[config.mk]
export PLATFORM = sky130hd
export DESIGN_NAME = msv_top
export DESIGN_NICKNAME = d
export VERILOG_FILES = /design/src/logic/msv_pkg.sv /design/src/logic/msv_top.sv
export SDC_FILE = /design/constraint.sdc
export NUM_CORES = 1
export LEC_CHECK = 0
export BUFFER_PORTS_ARGS = -buffer_cell sky130_fd_sc_hd__buf_2
export CORE_ASPECT_RATIO = 0.8
export CORE_UTILIZATION = 53
export CTS_BUF_LIST = sky130_fd_sc_hd__clkbuf_8
export CTS_CLUSTER_DIAMETER = 60
export CTS_CLUSTER_SIZE = 24
export DETAILED_ROUTE_END_ITERATION = 8
export PLACE_DENSITY = 0.79
export SYNTH_ARGS = -nofsm -noshare
export SYNTH_HDL_FRONTEND = slang
export SYNTH_SLANG_ARGS = --single-unit
[constraint.sdc]
create_clock -name clock -period 1.59 [get_ports clock]
set_input_delay 0.318 -clock clock [delete_from_list [all_inputs] [get_ports clock]]
set_output_delay 0.318 -clock clock [all_outputs]
set_load 0.01 [all_outputs]
[src/logic/msv_pkg.sv]
// Purpose: Shared constants and types for the memory rail supervisor.
// Assumes: 250 MHz system clock; switching timebase derived by a divider.
// Notes: Register map sits on APB with 32-bit words.
// Operation
// - Soft-start entry sets reference to reduced starting code and halves overcurrent threshold.
// - Above 80 percent, step the 4-bit reference code to full over 85 us.
// - At ramp end restore the overcurrent threshold to nominal.
// - Release power-good only after full reference, rail above 95 percent, then 45 us.
// - Termination limit reduced while termination good is false, normal when good.
// - Termination good sets inside 5 percent, clears outside 10 percent.
// - Separate soft-start counters per rail; power-good shows main rail only.
// - Discharge outputs when both sleep controls go low from any non-off state, per discharge mode.
// - Decode three-way discharge mode: bias none, main tracking, ground non-tracking.
// - Tracking discharge via termination regulator until main below 0.2 V, then non-tracking.
// - Non-tracking discharge turns on main sense and termination switches.
// - No-discharge mode leaves every discharge path off.
// - Keep high-side off during off interval while current exceeds trip level.
// - Resistor sensing selects the fixed 60 mV trip level.
// - Main rail below power-good level in operation halves the trip level.
// - Feedback above 115 percent latches high-side off, low-side on.
// - Main sense above 4 V forces the high-side driver off.
// - Feedback below 70 percent for 32 cycles latches both drivers off.
// - Undervoltage protection disabled until 1007 switching cycles after start.
// - Bias lockout shuts all regulators and reference off, resumes without latching.
// - Rail select tied to bias or ground selects internal feedback divider.
// - Suspend low, soft-off high keeps main and reference on, termination high impedance.
package msv_pkg;
  localparam int CLK_MHZ = 250;
  localparam int SW_FREQ_KHZ = 400;
  localparam int TICK_CYC = CLK_MHZ * 1000 / SW_FREQ_KHZ;
  localparam int RAMP_US = 85;
  localparam int RAMP_CYC = RAMP_US * CLK_MHZ;
  localparam int PG_DELAY_US = 45;
  localparam int PG_DELAY_CYC = PG_DELAY_US * CLK_MHZ;
  localparam int UV_DELAY_SW = 32;
  localparam int UV_ARM_SW = 1007;
  localparam logic [3:0] DAC_START = 4'h0;
  localparam logic [3:0] DAC_FULL = 4'hF;
  localparam int DAC_STEPS = 15;
  localparam logic [7:0] ADDR_CTRL = 8'h00;
  localparam logic [7:0] ADDR_STATUS = 8'h04;
  localparam logic [7:0] ADDR_COUNT = 8'h08;
  localparam logic [1:0] CTRL_RESET = 2'h3;
  localparam int CTRL_UVP_BIT = 0;
  localparam int CTRL_OVP_BIT = 1;
  typedef enum logic [1:0] {DIS_NONE, DIS_TRACK, DIS_NONTRACK} msv_dis_t;
  typedef enum logic [2:0] {ST_OFF, ST_WAIT80, ST_RAMP, ST_PGWAIT, ST_RUN, ST_DISCH} msv_st_t;
  typedef struct packed {
    logic suspendCtl;
    logic softOffCtl;
    logic biasLockout;
    logic above80;
    logic above95;
    logic below70;
    logic above115;
    logic senseOver4v;
    logic overTrip;
    logic offInterval;
    logic pwmOnReq;
    logic ttWithin5;
    logic ttOutside10;
    logic mainBelow0p2;
    logic modeBias;
    logic modeMain;
    logic csResistor;
    logic railSelBias;
    logic railSelGnd;
    logic pgPin;
  } msv_in_t;
endpackage

[src/logic/msv_top.sv]
// Purpose: Sequencing and protection for a memory switching rail and termination rail.
// Assumes: All fields of the comparator bundle are asynchronous to clock.
// Notes: APB slave answers with no wait states; unmapped addresses raise pslverr.
`timescale 1ns/1ps
module msv_top #(
  parameter int RampCycles = msv_pkg::RAMP_CYC,
  parameter int PgDelayCycles = msv_pkg::PG_DELAY_CYC
) (
  input wire logic clock,
  input wire logic arst_n,
  input wire msv_pkg::msv_in_t anaIn,
  input wire logic psel,
  input wire logic penable,
  input wire logic pwrite,
  input wire logic [7:0] paddr,
  input wire logic [31:0] pwdata,
  output logic [31:0] prdata,
  output logic pready,
  output logic pslverr,
  output logic highSideOn,
  output logic lowSideOn,
  output logic [3:0] refDacCode,
  output logic tripHalf,
  output logic tripFixed,
  output logic refEnable,
  output logic ttEnable,
  output logic ttHighZ,
  output logic ttLimitReduced,
  output logic trackDischarge,
  output logic dischargeSwMain,
  output logic dischargeSwTt,
  output logic dischargeRef,
  output logic feedbackInternal,
  output logic powerGoodOut,
  output logic powerGoodOe_n
);
  localparam int STEP_CYC = RampCycles / msv_pkg::DAC_STEPS;

  msv_pkg::msv_in_t syncA_q, syncB_q;
  msv_pkg::msv_st_t st_q;
  logic tick_q;
  logic [9:0] tickCnt_q;
  logic [15:0] stepCnt_q, pgCnt_q, ttSsCnt_q;
  logic [10:0] swCycCnt_q;
  logic [5:0] uvCnt_q;
  logic ovLatch_q, uvLatch_q, ocHold_q, ttGood_q, fallback_q;
  logic [1:0] ctrl_q;
  logic enReq, sleepOff, smpsActive, uvArmed, hsOn_d;
  msv_pkg::msv_dis_t disMode;

  // Three-way strap decode, shared by the discharge path and status
  function automatic msv_pkg::msv_dis_t decodeMode(input logic bias, input logic main);
    if (bias) begin
      decodeMode = msv_pkg::DIS_NONE;
    end else if (main) begin
      decodeMode = msv_pkg::DIS_TRACK;
    end else begin
      decodeMode = msv_pkg::DIS_NONTRACK;
    end
  endfunction

  ////////////////////////////////////////////////////////////////////////////
  // Input synchronisers: first stage feeds only the second stage
  always_ff @(posedge clock or negedge arst_n) begin
    if (!arst_n) begin
      syncA_q <= '0;
      syncB_q <= '0;
    end else begin
      syncA_q <= anaIn;
      syncB_q <= syncA_q;
    end
  end

  // Decoded conditions from synchronised inputs
  assign enReq = !syncB_q.biasLockout && (syncB_q.suspendCtl || syncB_q.softOffCtl);
  assign sleepOff = !syncB_q.suspendCtl && !syncB_q.softOffCtl;
  assign smpsActive = (st_q == msv_pkg::ST_WAIT80) || (st_q == msv_pkg::ST_RAMP) ||
                      (st_q == msv_pkg::ST_PGWAIT) || (st_q == msv_pkg::ST_RUN);
  assign disMode = decodeMode(syncB_q.modeBias, syncB_q.modeMain);

  ////////////////////////////////////////////////////////////////////////////
  // Switching-cycle timebase; the real part has no oscillator, so this is nominal
  always_ff @(posedge clock or negedge arst_n) begin
    if (!arst_n) begin
      tickCnt_q <= 10'h000;
      tick_q <= 1'b0;
    end else if (tickCnt_q == 10'(msv_pkg::TICK_CYC - 1)) begin
      tickCnt_q <= 10'h000;
      tick_q <= 1'b1;
    end else begin
      tickCnt_q <= tickCnt_q + 10'h001;
      tick_q <= 1'b0;
    end
  end

  ////////////////////////////////////////////////////////////////////////////
  // Main-rail sequencer; lockout overrides everything and does not latch
  always_ff @(posedge clock or negedge arst_n) begin
    if (!arst_n) begin
      st_q <= msv_pkg::ST_OFF;
    end else if (syncB_q.biasLockout) begin
      st_q <= msv_pkg::ST_OFF;
    end else if (sleepOff && st_q != msv_pkg::ST_OFF) begin
      st_q <= msv_pkg::ST_DISCH;
    end else begin
      case (st_q)
        msv_pkg::ST_OFF: begin
          if (enReq) st_q <= msv_pkg::ST_WAIT80;
        end
        msv_pkg::ST_WAIT80: begin
          if (syncB_q.above80) st_q <= msv_pkg::ST_RAMP;
        end
        msv_pkg::ST_RAMP: begin
          if (refDacCode == msv_pkg::DAC_FULL) st_q <= msv_pkg::ST_PGWAIT;
        end
        msv_pkg::ST_PGWAIT: begin
          if (pgCnt_q == 16'(PgDelayCycles - 1)) st_q <= msv_pkg::ST_RUN;
        end
        msv_pkg::ST_RUN: begin
          st_q <= msv_pkg::ST_RUN;
        end
        default: begin
          if (enReq) st_q <= msv_pkg::ST_OFF;
        end
      endcase
    end
  end

  // Reference ramp: equal steps so the full span takes the ramp time
  always_ff @(posedge clock or negedge arst_n) begin
    if (!arst_n) begin
      refDacCode <= msv_pkg::DAC_START;
      stepCnt_q <= 16'h0000;
    end else if (st_q != msv_pkg::ST_RAMP) begin
      if (!smpsActive) refDacCode <= msv_pkg::DAC_START;
      stepCnt_q <= 16'h0000;
    end else if (stepCnt_q == 16'(STEP_CYC - 1)) begin
      stepCnt_q <= 16'h0000;
      if (refDacCode != msv_pkg::DAC_FULL) refDacCode <= refDacCode + 4'h1;
    end else begin
      stepCnt_q <= stepCnt_q + 16'h0001;
    end
  end

  // Power-good delay restarts whenever the rail drops below its good level in ST_PGWAIT
  always_ff @(posedge clock or negedge arst_n) begin
    if (!arst_n) begin
      pgCnt_q <= 16'h0000;
    end else if (st_q == msv_pkg::ST_PGWAIT && syncB_q.above95) begin
      pgCnt_q <= pgCnt_q + 16'h0001;
    end else begin
      pgCnt_q <= 16'h0000;
    end
  end

  // Open-drain power-good: enable low pulls the pin down; main rail only
  always_ff @(posedge clock or negedge arst_n) begin
    if (!arst_n) begin
      powerGoodOut <= 1'b0;
      powerGoodOe_n <= 1'b0;
    end else begin
      powerGoodOut <= 1'b0;
      powerGoodOe_n <= (st_q == msv_pkg::ST_RUN) && syncB_q.above95;
    end
  end

  ////////////////////////////////////////////////////////////////////////////
  // Switching-cycle count since start, saturating so it never re-disarms
  always_ff @(posedge clock or negedge arst_n) begin
    if (!arst_n) begin
      swCycCnt_q <= 11'h000;
    end else if (!smpsActive) begin
      swCycCnt_q <= 11'h000;
    end else if (tick_q && swCycCnt_q != 11'h7FF) begin
      swCycCnt_q <= swCycCnt_q + 11'h001;
    end
  end
  assign uvArmed = (swCycCnt_q >= 11'(msv_pkg::UV_ARM_SW)) && ctrl_q[msv_pkg::CTRL_UVP_BIT];

  // Undervoltage delay in switching cycles
  always_ff @(posedge clock or negedge arst_n) begin
    if (!arst_n) begin
      uvCnt_q <= 6'h00;
    end else if (!(uvArmed && syncB_q.below70)) begin
      uvCnt_q <= 6'h00;
    end else if (tick_q && uvCnt_q != 6'(msv_pkg::UV_DELAY_SW)) begin
      uvCnt_q <= uvCnt_q + 6'h01;
    end
  end

  // Fault latches: a new fault wins over a clear in the same cycle
  always_ff @(posedge clock or negedge arst_n) begin
    if (!arst_n) begin
      ovLatch_q <= 1'b0;
      uvLatch_q <= 1'b0;
    end else begin
      if (smpsActive && syncB_q.above115 && ctrl_q[msv_pkg::CTRL_OVP_BIT]) begin
        ovLatch_q <= 1'b1;
      end else if (syncB_q.biasLockout || sleepOff) begin
        ovLatch_q <= 1'b0;
      end
      if (uvCnt_q == 6'(msv_pkg::UV_DELAY_SW)) begin
        uvLatch_q <= 1'b1;
      end else if (syncB_q.biasLockout || sleepOff) begin
        uvLatch_q <= 1'b0;
      end
    end
  end

  // Valley hold-off: once tripped in the off interval, hold until current falls
  always_ff @(posedge clock or negedge arst_n) begin
    if (!arst_n) begin
      ocHold_q <= 1'b0;
    end else begin
      ocHold_q <= smpsActive && syncB_q.overTrip && (syncB_q.offInterval || ocHold_q);
    end
  end

  ////////////////////////////////////////////////////////////////////////////
  // Gate drivers; overvoltage keeps the low side on to clamp the rail
  assign hsOn_d = smpsActive && !ovLatch_q && !uvLatch_q && !syncB_q.senseOver4v &&
                  syncB_q.pwmOnReq && !ocHold_q && !(syncB_q.offInterval && syncB_q.overTrip);
  always_ff @(posedge clock or negedge arst_n) begin
    if (!arst_n) begin
      highSideOn <= 1'b0;
      lowSideOn <= 1'b0;
    end else begin
      highSideOn <= hsOn_d;
      if (ovLatch_q) begin
        lowSideOn <= 1'b1;
      end else if (uvLatch_q || !smpsActive) begin
        lowSideOn <= 1'b0;
      end else begin
        lowSideOn <= !hsOn_d;
      end
    end
  end

  // Current-limit steering towards the analogue comparator
  always_ff @(posedge clock or negedge arst_n) begin
    if (!arst_n) begin
      tripHalf <= 1'b1;
      tripFixed <= 1'b0;
      feedbackInternal <= 1'b0;
    end else begin
      tripHalf <= !smpsActive || st_q == msv_pkg::ST_WAIT80 || st_q == msv_pkg::ST_RAMP ||
                  ((st_q == msv_pkg::ST_PGWAIT || st_q == msv_pkg::ST_RUN) && !syncB_q.above95);
      tripFixed <= syncB_q.csResistor;
      feedbackInternal <= syncB_q.railSelBias || syncB_q.railSelGnd;
    end
  end

  ////////////////////////////////////////////////////////////////////////////
  // Sleep-state output control
  always_ff @(posedge clock or negedge arst_n) begin
    if (!arst_n) begin
      refEnable <= 1'b0;
      ttEnable <= 1'b0;
      ttHighZ <= 1'b0;
    end else begin
      refEnable <= enReq;
      ttEnable <= enReq && syncB_q.suspendCtl && syncB_q.softOffCtl;
      ttHighZ <= enReq && !syncB_q.suspendCtl;
    end
  end

  // Termination good with hysteresis and its own soft-start counter
  always_ff @(posedge clock or negedge arst_n) begin
    if (!arst_n) begin
      ttGood_q <= 1'b0;
      ttLimitReduced <= 1'b1;
      ttSsCnt_q <= 16'h0000;
    end else begin
      if (!ttEnable || syncB_q.ttOutside10) begin
        ttGood_q <= 1'b0;
      end else if (syncB_q.ttWithin5) begin
        ttGood_q <= 1'b1;
      end
      ttLimitReduced <= !ttGood_q;
      if (!ttEnable) begin
        ttSsCnt_q <= 16'h0000;
      end else if (tick_q && !ttGood_q && ttSsCnt_q != 16'hFFFF) begin
        ttSsCnt_q <= ttSsCnt_q + 16'h0001;
      end
    end
  end

  // Discharge paths; tracking falls back once the rail is nearly empty
  always_ff @(posedge clock or negedge arst_n) begin
    if (!arst_n) begin
      fallback_q <= 1'b0;
      trackDischarge <= 1'b0;
      dischargeSwMain <= 1'b0;
      dischargeSwTt <= 1'b0;
      dischargeRef <= 1'b0;
    end else begin
      if (st_q != msv_pkg::ST_DISCH) begin
        fallback_q <= 1'b0;
      end else if (syncB_q.mainBelow0p2) begin
        fallback_q <= 1'b1;
      end
      trackDischarge <= st_q == msv_pkg::ST_DISCH && disMode == msv_pkg::DIS_TRACK &&
                        !fallback_q && !syncB_q.mainBelow0p2;
      dischargeSwMain <= st_q == msv_pkg::ST_DISCH && (disMode == msv_pkg::DIS_NONTRACK ||
                         (disMode == msv_pkg::DIS_TRACK && (fallback_q || syncB_q.mainBelow0p2)));
      dischargeSwTt <= st_q == msv_pkg::ST_DISCH && (disMode == msv_pkg::DIS_NONTRACK ||
                       (disMode == msv_pkg::DIS_TRACK && (fallback_q || syncB_q.mainBelow0p2)));
      dischargeRef <= st_q == msv_pkg::ST_DISCH && disMode != msv_pkg::DIS_NONE;
    end
  end

  ////////////////////////////////////////////////////////////////////////////
  // APB slave: data prepared in setup, answered in the first access cycle
  always_ff @(posedge clock or negedge arst_n) begin
    if (!arst_n) begin
      pready <= 1'b0;
      pslverr <= 1'b0;
      prdata <= 32'h00000000;
    end else if (psel && !penable) begin
      pready <= 1'b1;
      pslverr <= 1'b0;
      prdata <= 32'h00000000;
      if (paddr == msv_pkg::ADDR_CTRL) begin
        prdata <= {30'h00000000, ctrl_q};
      end else if (paddr == msv_pkg::ADDR_STATUS) begin
        prdata <= {16'h0000, 1'b0, st_q, refDacCode, 1'b0, disMode, ttGood_q,
                   uvLatch_q, ovLatch_q, syncB_q.pgPin, powerGoodOe_n};
      end else if (paddr == msv_pkg::ADDR_COUNT) begin
        prdata <= {ttSsCnt_q, 5'h00, swCycCnt_q};
      end else begin
        pslverr <= 1'b1;
      end
    end else begin
      pready <= 1'b0;
      pslverr <= 1'b0;
    end
  end

  // Control word write takes effect at the completing edge only
  always_ff @(posedge clock or negedge arst_n) begin
    if (!arst_n) begin
      ctrl_q <= msv_pkg::CTRL_RESET;
    end else if (psel && penable && pready && pwrite && paddr == msv_pkg::ADDR_CTRL) begin
      ctrl_q <= pwdata[1:0];
    end
  end
endmodule

==> metrics.md <==
| Metric | Value |
|---|---|
| Result of the run | `complete, but fails checks` |
| Failing checks | `negative setup slack` |
| Synthesized area | `7260 µm²` |
| Initial antenna violation count | `0` |
| Cts bufs inserted | `17` |
| Row cnt | `37` |
| Final nets | `922` |
| Internal Power | `6.58 mW` |
| FMAX | `0.584 GHz` |
| Comb power frac | `0.064` |
| Post-DP HPWL | `11900 µm` |
| CP Capture Type | `register` |
| Yosys cell types | `65` |
| Total negative setup slack | `-0.753 ns` |
| Final max-slew violation count | `0` |
| Initial DRC count | `440` |
| Worst R2R Path Depth | `6` |
| Critical path's largest stage delay | `0.45 ns` |
| Pwr/cell area | `893 nW/µm²` |
| Routed len/inst | `16.8 µm` |
| Area Overhead vs Synth | `32.8%` |
| Top cell type's share of synthesized area | `0.592` |
| Share of cells above drive strength 1 | `0.353` |
| GP Congestion | `0.887` |
| DRC violation count after routing | `0` |
| Hold path start | `pwdata[1]` |
| Crit path cell chain | `inv_2 > ha_4 > nand4_1 > or4_4 > nor3b_4 > nor2b_1` |
| LEAKAGE | `4.44 nW` |
| Overall die width | `133 µm` |
| Syn_area_per_cell | `11.4 µm²` |
| Placed cell area | `8540 µm²` |
| WL final | `17400 µm` |
| Root buffer cell | `clkbuf_8` |
| Area leader, netlist | `dfrtp_1` |
| Max-slew headroom | `0.631` |
| RSZ-0062 raised after global routing | `true` |
| Post-route cell area | `9650 µm²` |
| Clock Skew | `0.00866 ns` |
| Critical path required time | `1.94 ns` |
| Core area | `13100 µm²` |
| WHS Path Cells | `2` |
| Clk pwr share | `0.399` |
| Top cells by area, synth | `dfrtp_1 (59%), nor2_1 (4.9%), xnor2_1 (3.5%), xor2_1 (3.0%), a22o_1 (2.5%)` |
| Maxcap violations | `0` |
| Die Area | `14200 µm²` |
| Delay-heaviest family, CP | `simple AND/OR/NAND/NOR gates` |
| Crit path time final | `1.71 ns` |
| Startpoint Class | `register` |
| Worst r2r src | `tickCnt_q[0]$_DFF_PN0_` |
| H-tree depth | `4` |
| Syn Inst Count | `638` |
| Sequential group share of total power | `0.537` |
| Total GRT Usage | `0.255` |
| Levels on crit path | `6` |
| ANT cells | `0` |
| Vias in the first global route | `5723` |
| Initial core utilization | `0.554` |
| Async SR Flop Fraction | `1.00` |
| GR Overflow Total | `0` |
| Fill count | `842` |
| Global-route wire length before repair | `27500 µm` |
| Via density | `5.52` |
| Number of I/O port buffers | `85` |
| TritonCTS clock tree | `yes` |
| VDD IR max | `0.000799 V` |
| YS warnings | `0` |
| Clock Sinks | `176` |
| Reg area | `4420 µm²` |
| Chip height | `107 µm` |
| Worst Hold Endpoint | `ctrl_q[1]$_DFFE_PN1P_` |
| CP max stage cell | `or4_4` |
| Detailed Routing Iterations Pass 1 | `5` |
| Number of synthesized flops with an enable pin | `0` |
| Final setup viols | `11` |
| NetSw | `2.03 mW` |
| WP data arrival | `2.06 ns` |
| I/O pin count | `118` |
| Worst-Margin Slew | `0.552 ns` |
| Clk Latency, worst-skew pair | `0.48 ns` |
| Largest net degree at the start of global routing | `46` |
| Area occupied by multi-input gates | `2990 µm²` |
| Fin. Hold Viols | `0` |
| ANT nets after route | `0` |
| Vias | `5715` |
| Sequential element share of the synthesized area | `0.607` |
| Tcrit/Tclk final | `1.08` |
| Crit-path max FO | `7` |
| Flop2flop setup slack | `-0.12 ns` |
| Clk slew on worst S/H paths | `0.09 ns` |
| Yosys reg bits | `176` |
| Final WS setup | `-0.121 ns` |
| Ys flop type | `dfrtp_1` |
| Fin util | `0.736` |
| HP Class | `input pin to register` |
| Total power | `8.61 mW` |
| CP bufs+invs | `1` |
| R2r endpoint | `tickCnt_q[1]$_DFF_PN0_` |
| Setup CP Type | `register to register` |
| Sw Ratio | `0.236` |
| Clk buf depth | `2` |
==> power by group through the flow <==
stage / Combinational [mW] / Clock [mW] / Sequential (mW)
2_1_floorplan: 0.196 / 0 / 4.70
3_3_place_gp: 0.466 / 0 / 4.71
3_5_place_dp: 0.483 / 0 / 4.71
4_1_cts: 0.529 / 3.48 / 4.63
5_1_grt: 0.606 / 3.67 / 4.64
6_report: 0.551 / 3.44 / 4.63
==> logic make-up (layout without fill, tap and decap cells) <==
| group | after synthesis | after routing | synth area share |
|---|---|---|---|
| AOI/OAI and AO/OA | 91 | 91 | 0.0909 |
| xor gates and xnor gates | 54 | 54 | 0.0651 |
| adders and majority gates | 10 | 10 | 0.0172 |
| buffers and inverters | 41 | 262 | 0.0250 |
| DFF | 176 | 176 | 0.607 |
| muxes | 7 | 7 | 0.0110 |
| other | 1 | 2 | 0.000516 |
| and+or+nand+nor | 258 | 258 | 0.183 |
==> timing repair <==
item | CTS | global route
gates cloned | 0 | 1
hold endpoints to repair | 54 | 0
hold buffers | 21 | 0
gates resized for setup | 20 | 51
pin swaps | 20 | 35
setup endpoints to repair | 32 | 47
setup buffers | 6 | 15
==> per-layer routing <==
layer,part of all wire,global-route usage
met1,0.43,0.324
met2,0.50,0.421
met3,0.048,0.0544
met4,0.021,0.119
met5,0,0
==> layout make-up <==
cell class	count	share of cell area
flip-flops and latches	176	0.458
repair buffers	213	0.156
well taps	175	0.0227
inverters	17	0.00662
clock buffers	18	0.0257
multi-input cells	422	0.310
clock inverters	14	0.0211
==> stage by stage <==
| step | cells | hold WS (ns) | worst slack (ns) |
|---|---|---|---|
| after floorplan | 639 | 0.0224 | -0.00727 |
| after global routing | 1035 | 0.0759 | -0.213 |
| final | 1035 | 0.0832 | -0.121 |
| after detailed placement | 961 | 0.261 | -0.162 |
| after global placement | 961 | 0.257 | -0.127 |
| after CTS | 1019 | 0.0599 | -0.0776 |
==> cell usage after synthesis, drive strengths merged (4+ instances only) <==
library cell	number
xor2	25
dfstp	4
nor4	5
nand2	44
and3	8
nor2b	6
a211oi	4
mux2i	5
o21ai	15
nand3	23
inv	17
xnor2	29
ha	10
nor3b	4
a31oi	4
a21oi	20
nor3	11
or3	7
a22o	21
nand2b	7
nand4	24
buf	10
a222oi	5
nor2	95
dfrtp	172
clkbuf	14
and4	4
==> placed cells by master, fill, tap and decap left out, types with 6 or more instances in the layout <==
| master | instances |
|---|---|
| o21ai_0 | 11 |
| nor2b_1 | 6 |
| a22o_1 | 21 |
| nand2b_1 | 6 |
| a21oi_1 | 15 |
| nand2_1 | 41 |
| dfrtp_2 | 7 |
| nand4_1 | 24 |
| dlygate4sd3_1 | 21 |
| nor3_1 | 8 |
| nor2_1 | 86 |
| inv_1 | 14 |
| buf_4 | 98 |
| clkbuf_8 | 18 |
| buf_2 | 85 |
| nor2_2 | 8 |
| and3_1 | 6 |
| xor2_1 | 25 |
| xnor2_1 | 28 |
| nand3_1 | 19 |
| dfrtp_1 | 165 |
==> flip-flops by register name, indices dropped and copies added, names as in the netlist, 2 cells and up <==
signal      flops
st_q            3
stepCnt_q      16
swCycCnt_q     11
syncB_q        20
prdata         31
tickCnt_q      10
syncA_q        20
refDacCode      4
pgCnt_q        16
ctrl_q          2
ttSsCnt_q      16
uvCnt_q         6
==> worst max-delay path by stage <==
stage	from	to	slack (ns)
2_1_floorplan	swCycCnt_q[1]$_DFFE_PN0P_	swCycCnt_q[9]$_DFFE_PN0P_	-0.007
3_3_place_gp	paddr[1]	ctrl_q[0]$_DFFE_PN1P_	-0.13
6_report	tickCnt_q[0]$_DFF_PN0_	tickCnt_q[1]$_DFF_PN0_	-0.12
4_1_cts	tickCnt_q[0]$_DFF_PN0_	tickCnt_q[1]$_DFF_PN0_	-0.08
5_1_grt	tickCnt_q[0]$_DFF_PN0_	tickCnt_q[1]$_DFF_PN0_	-0.21
3_5_place_dp	pgCnt_q[1]$_DFF_PN0_	st_q[0]$_DFFE_PN0P_	-0.16
Power figures use the tool's default switching activity.
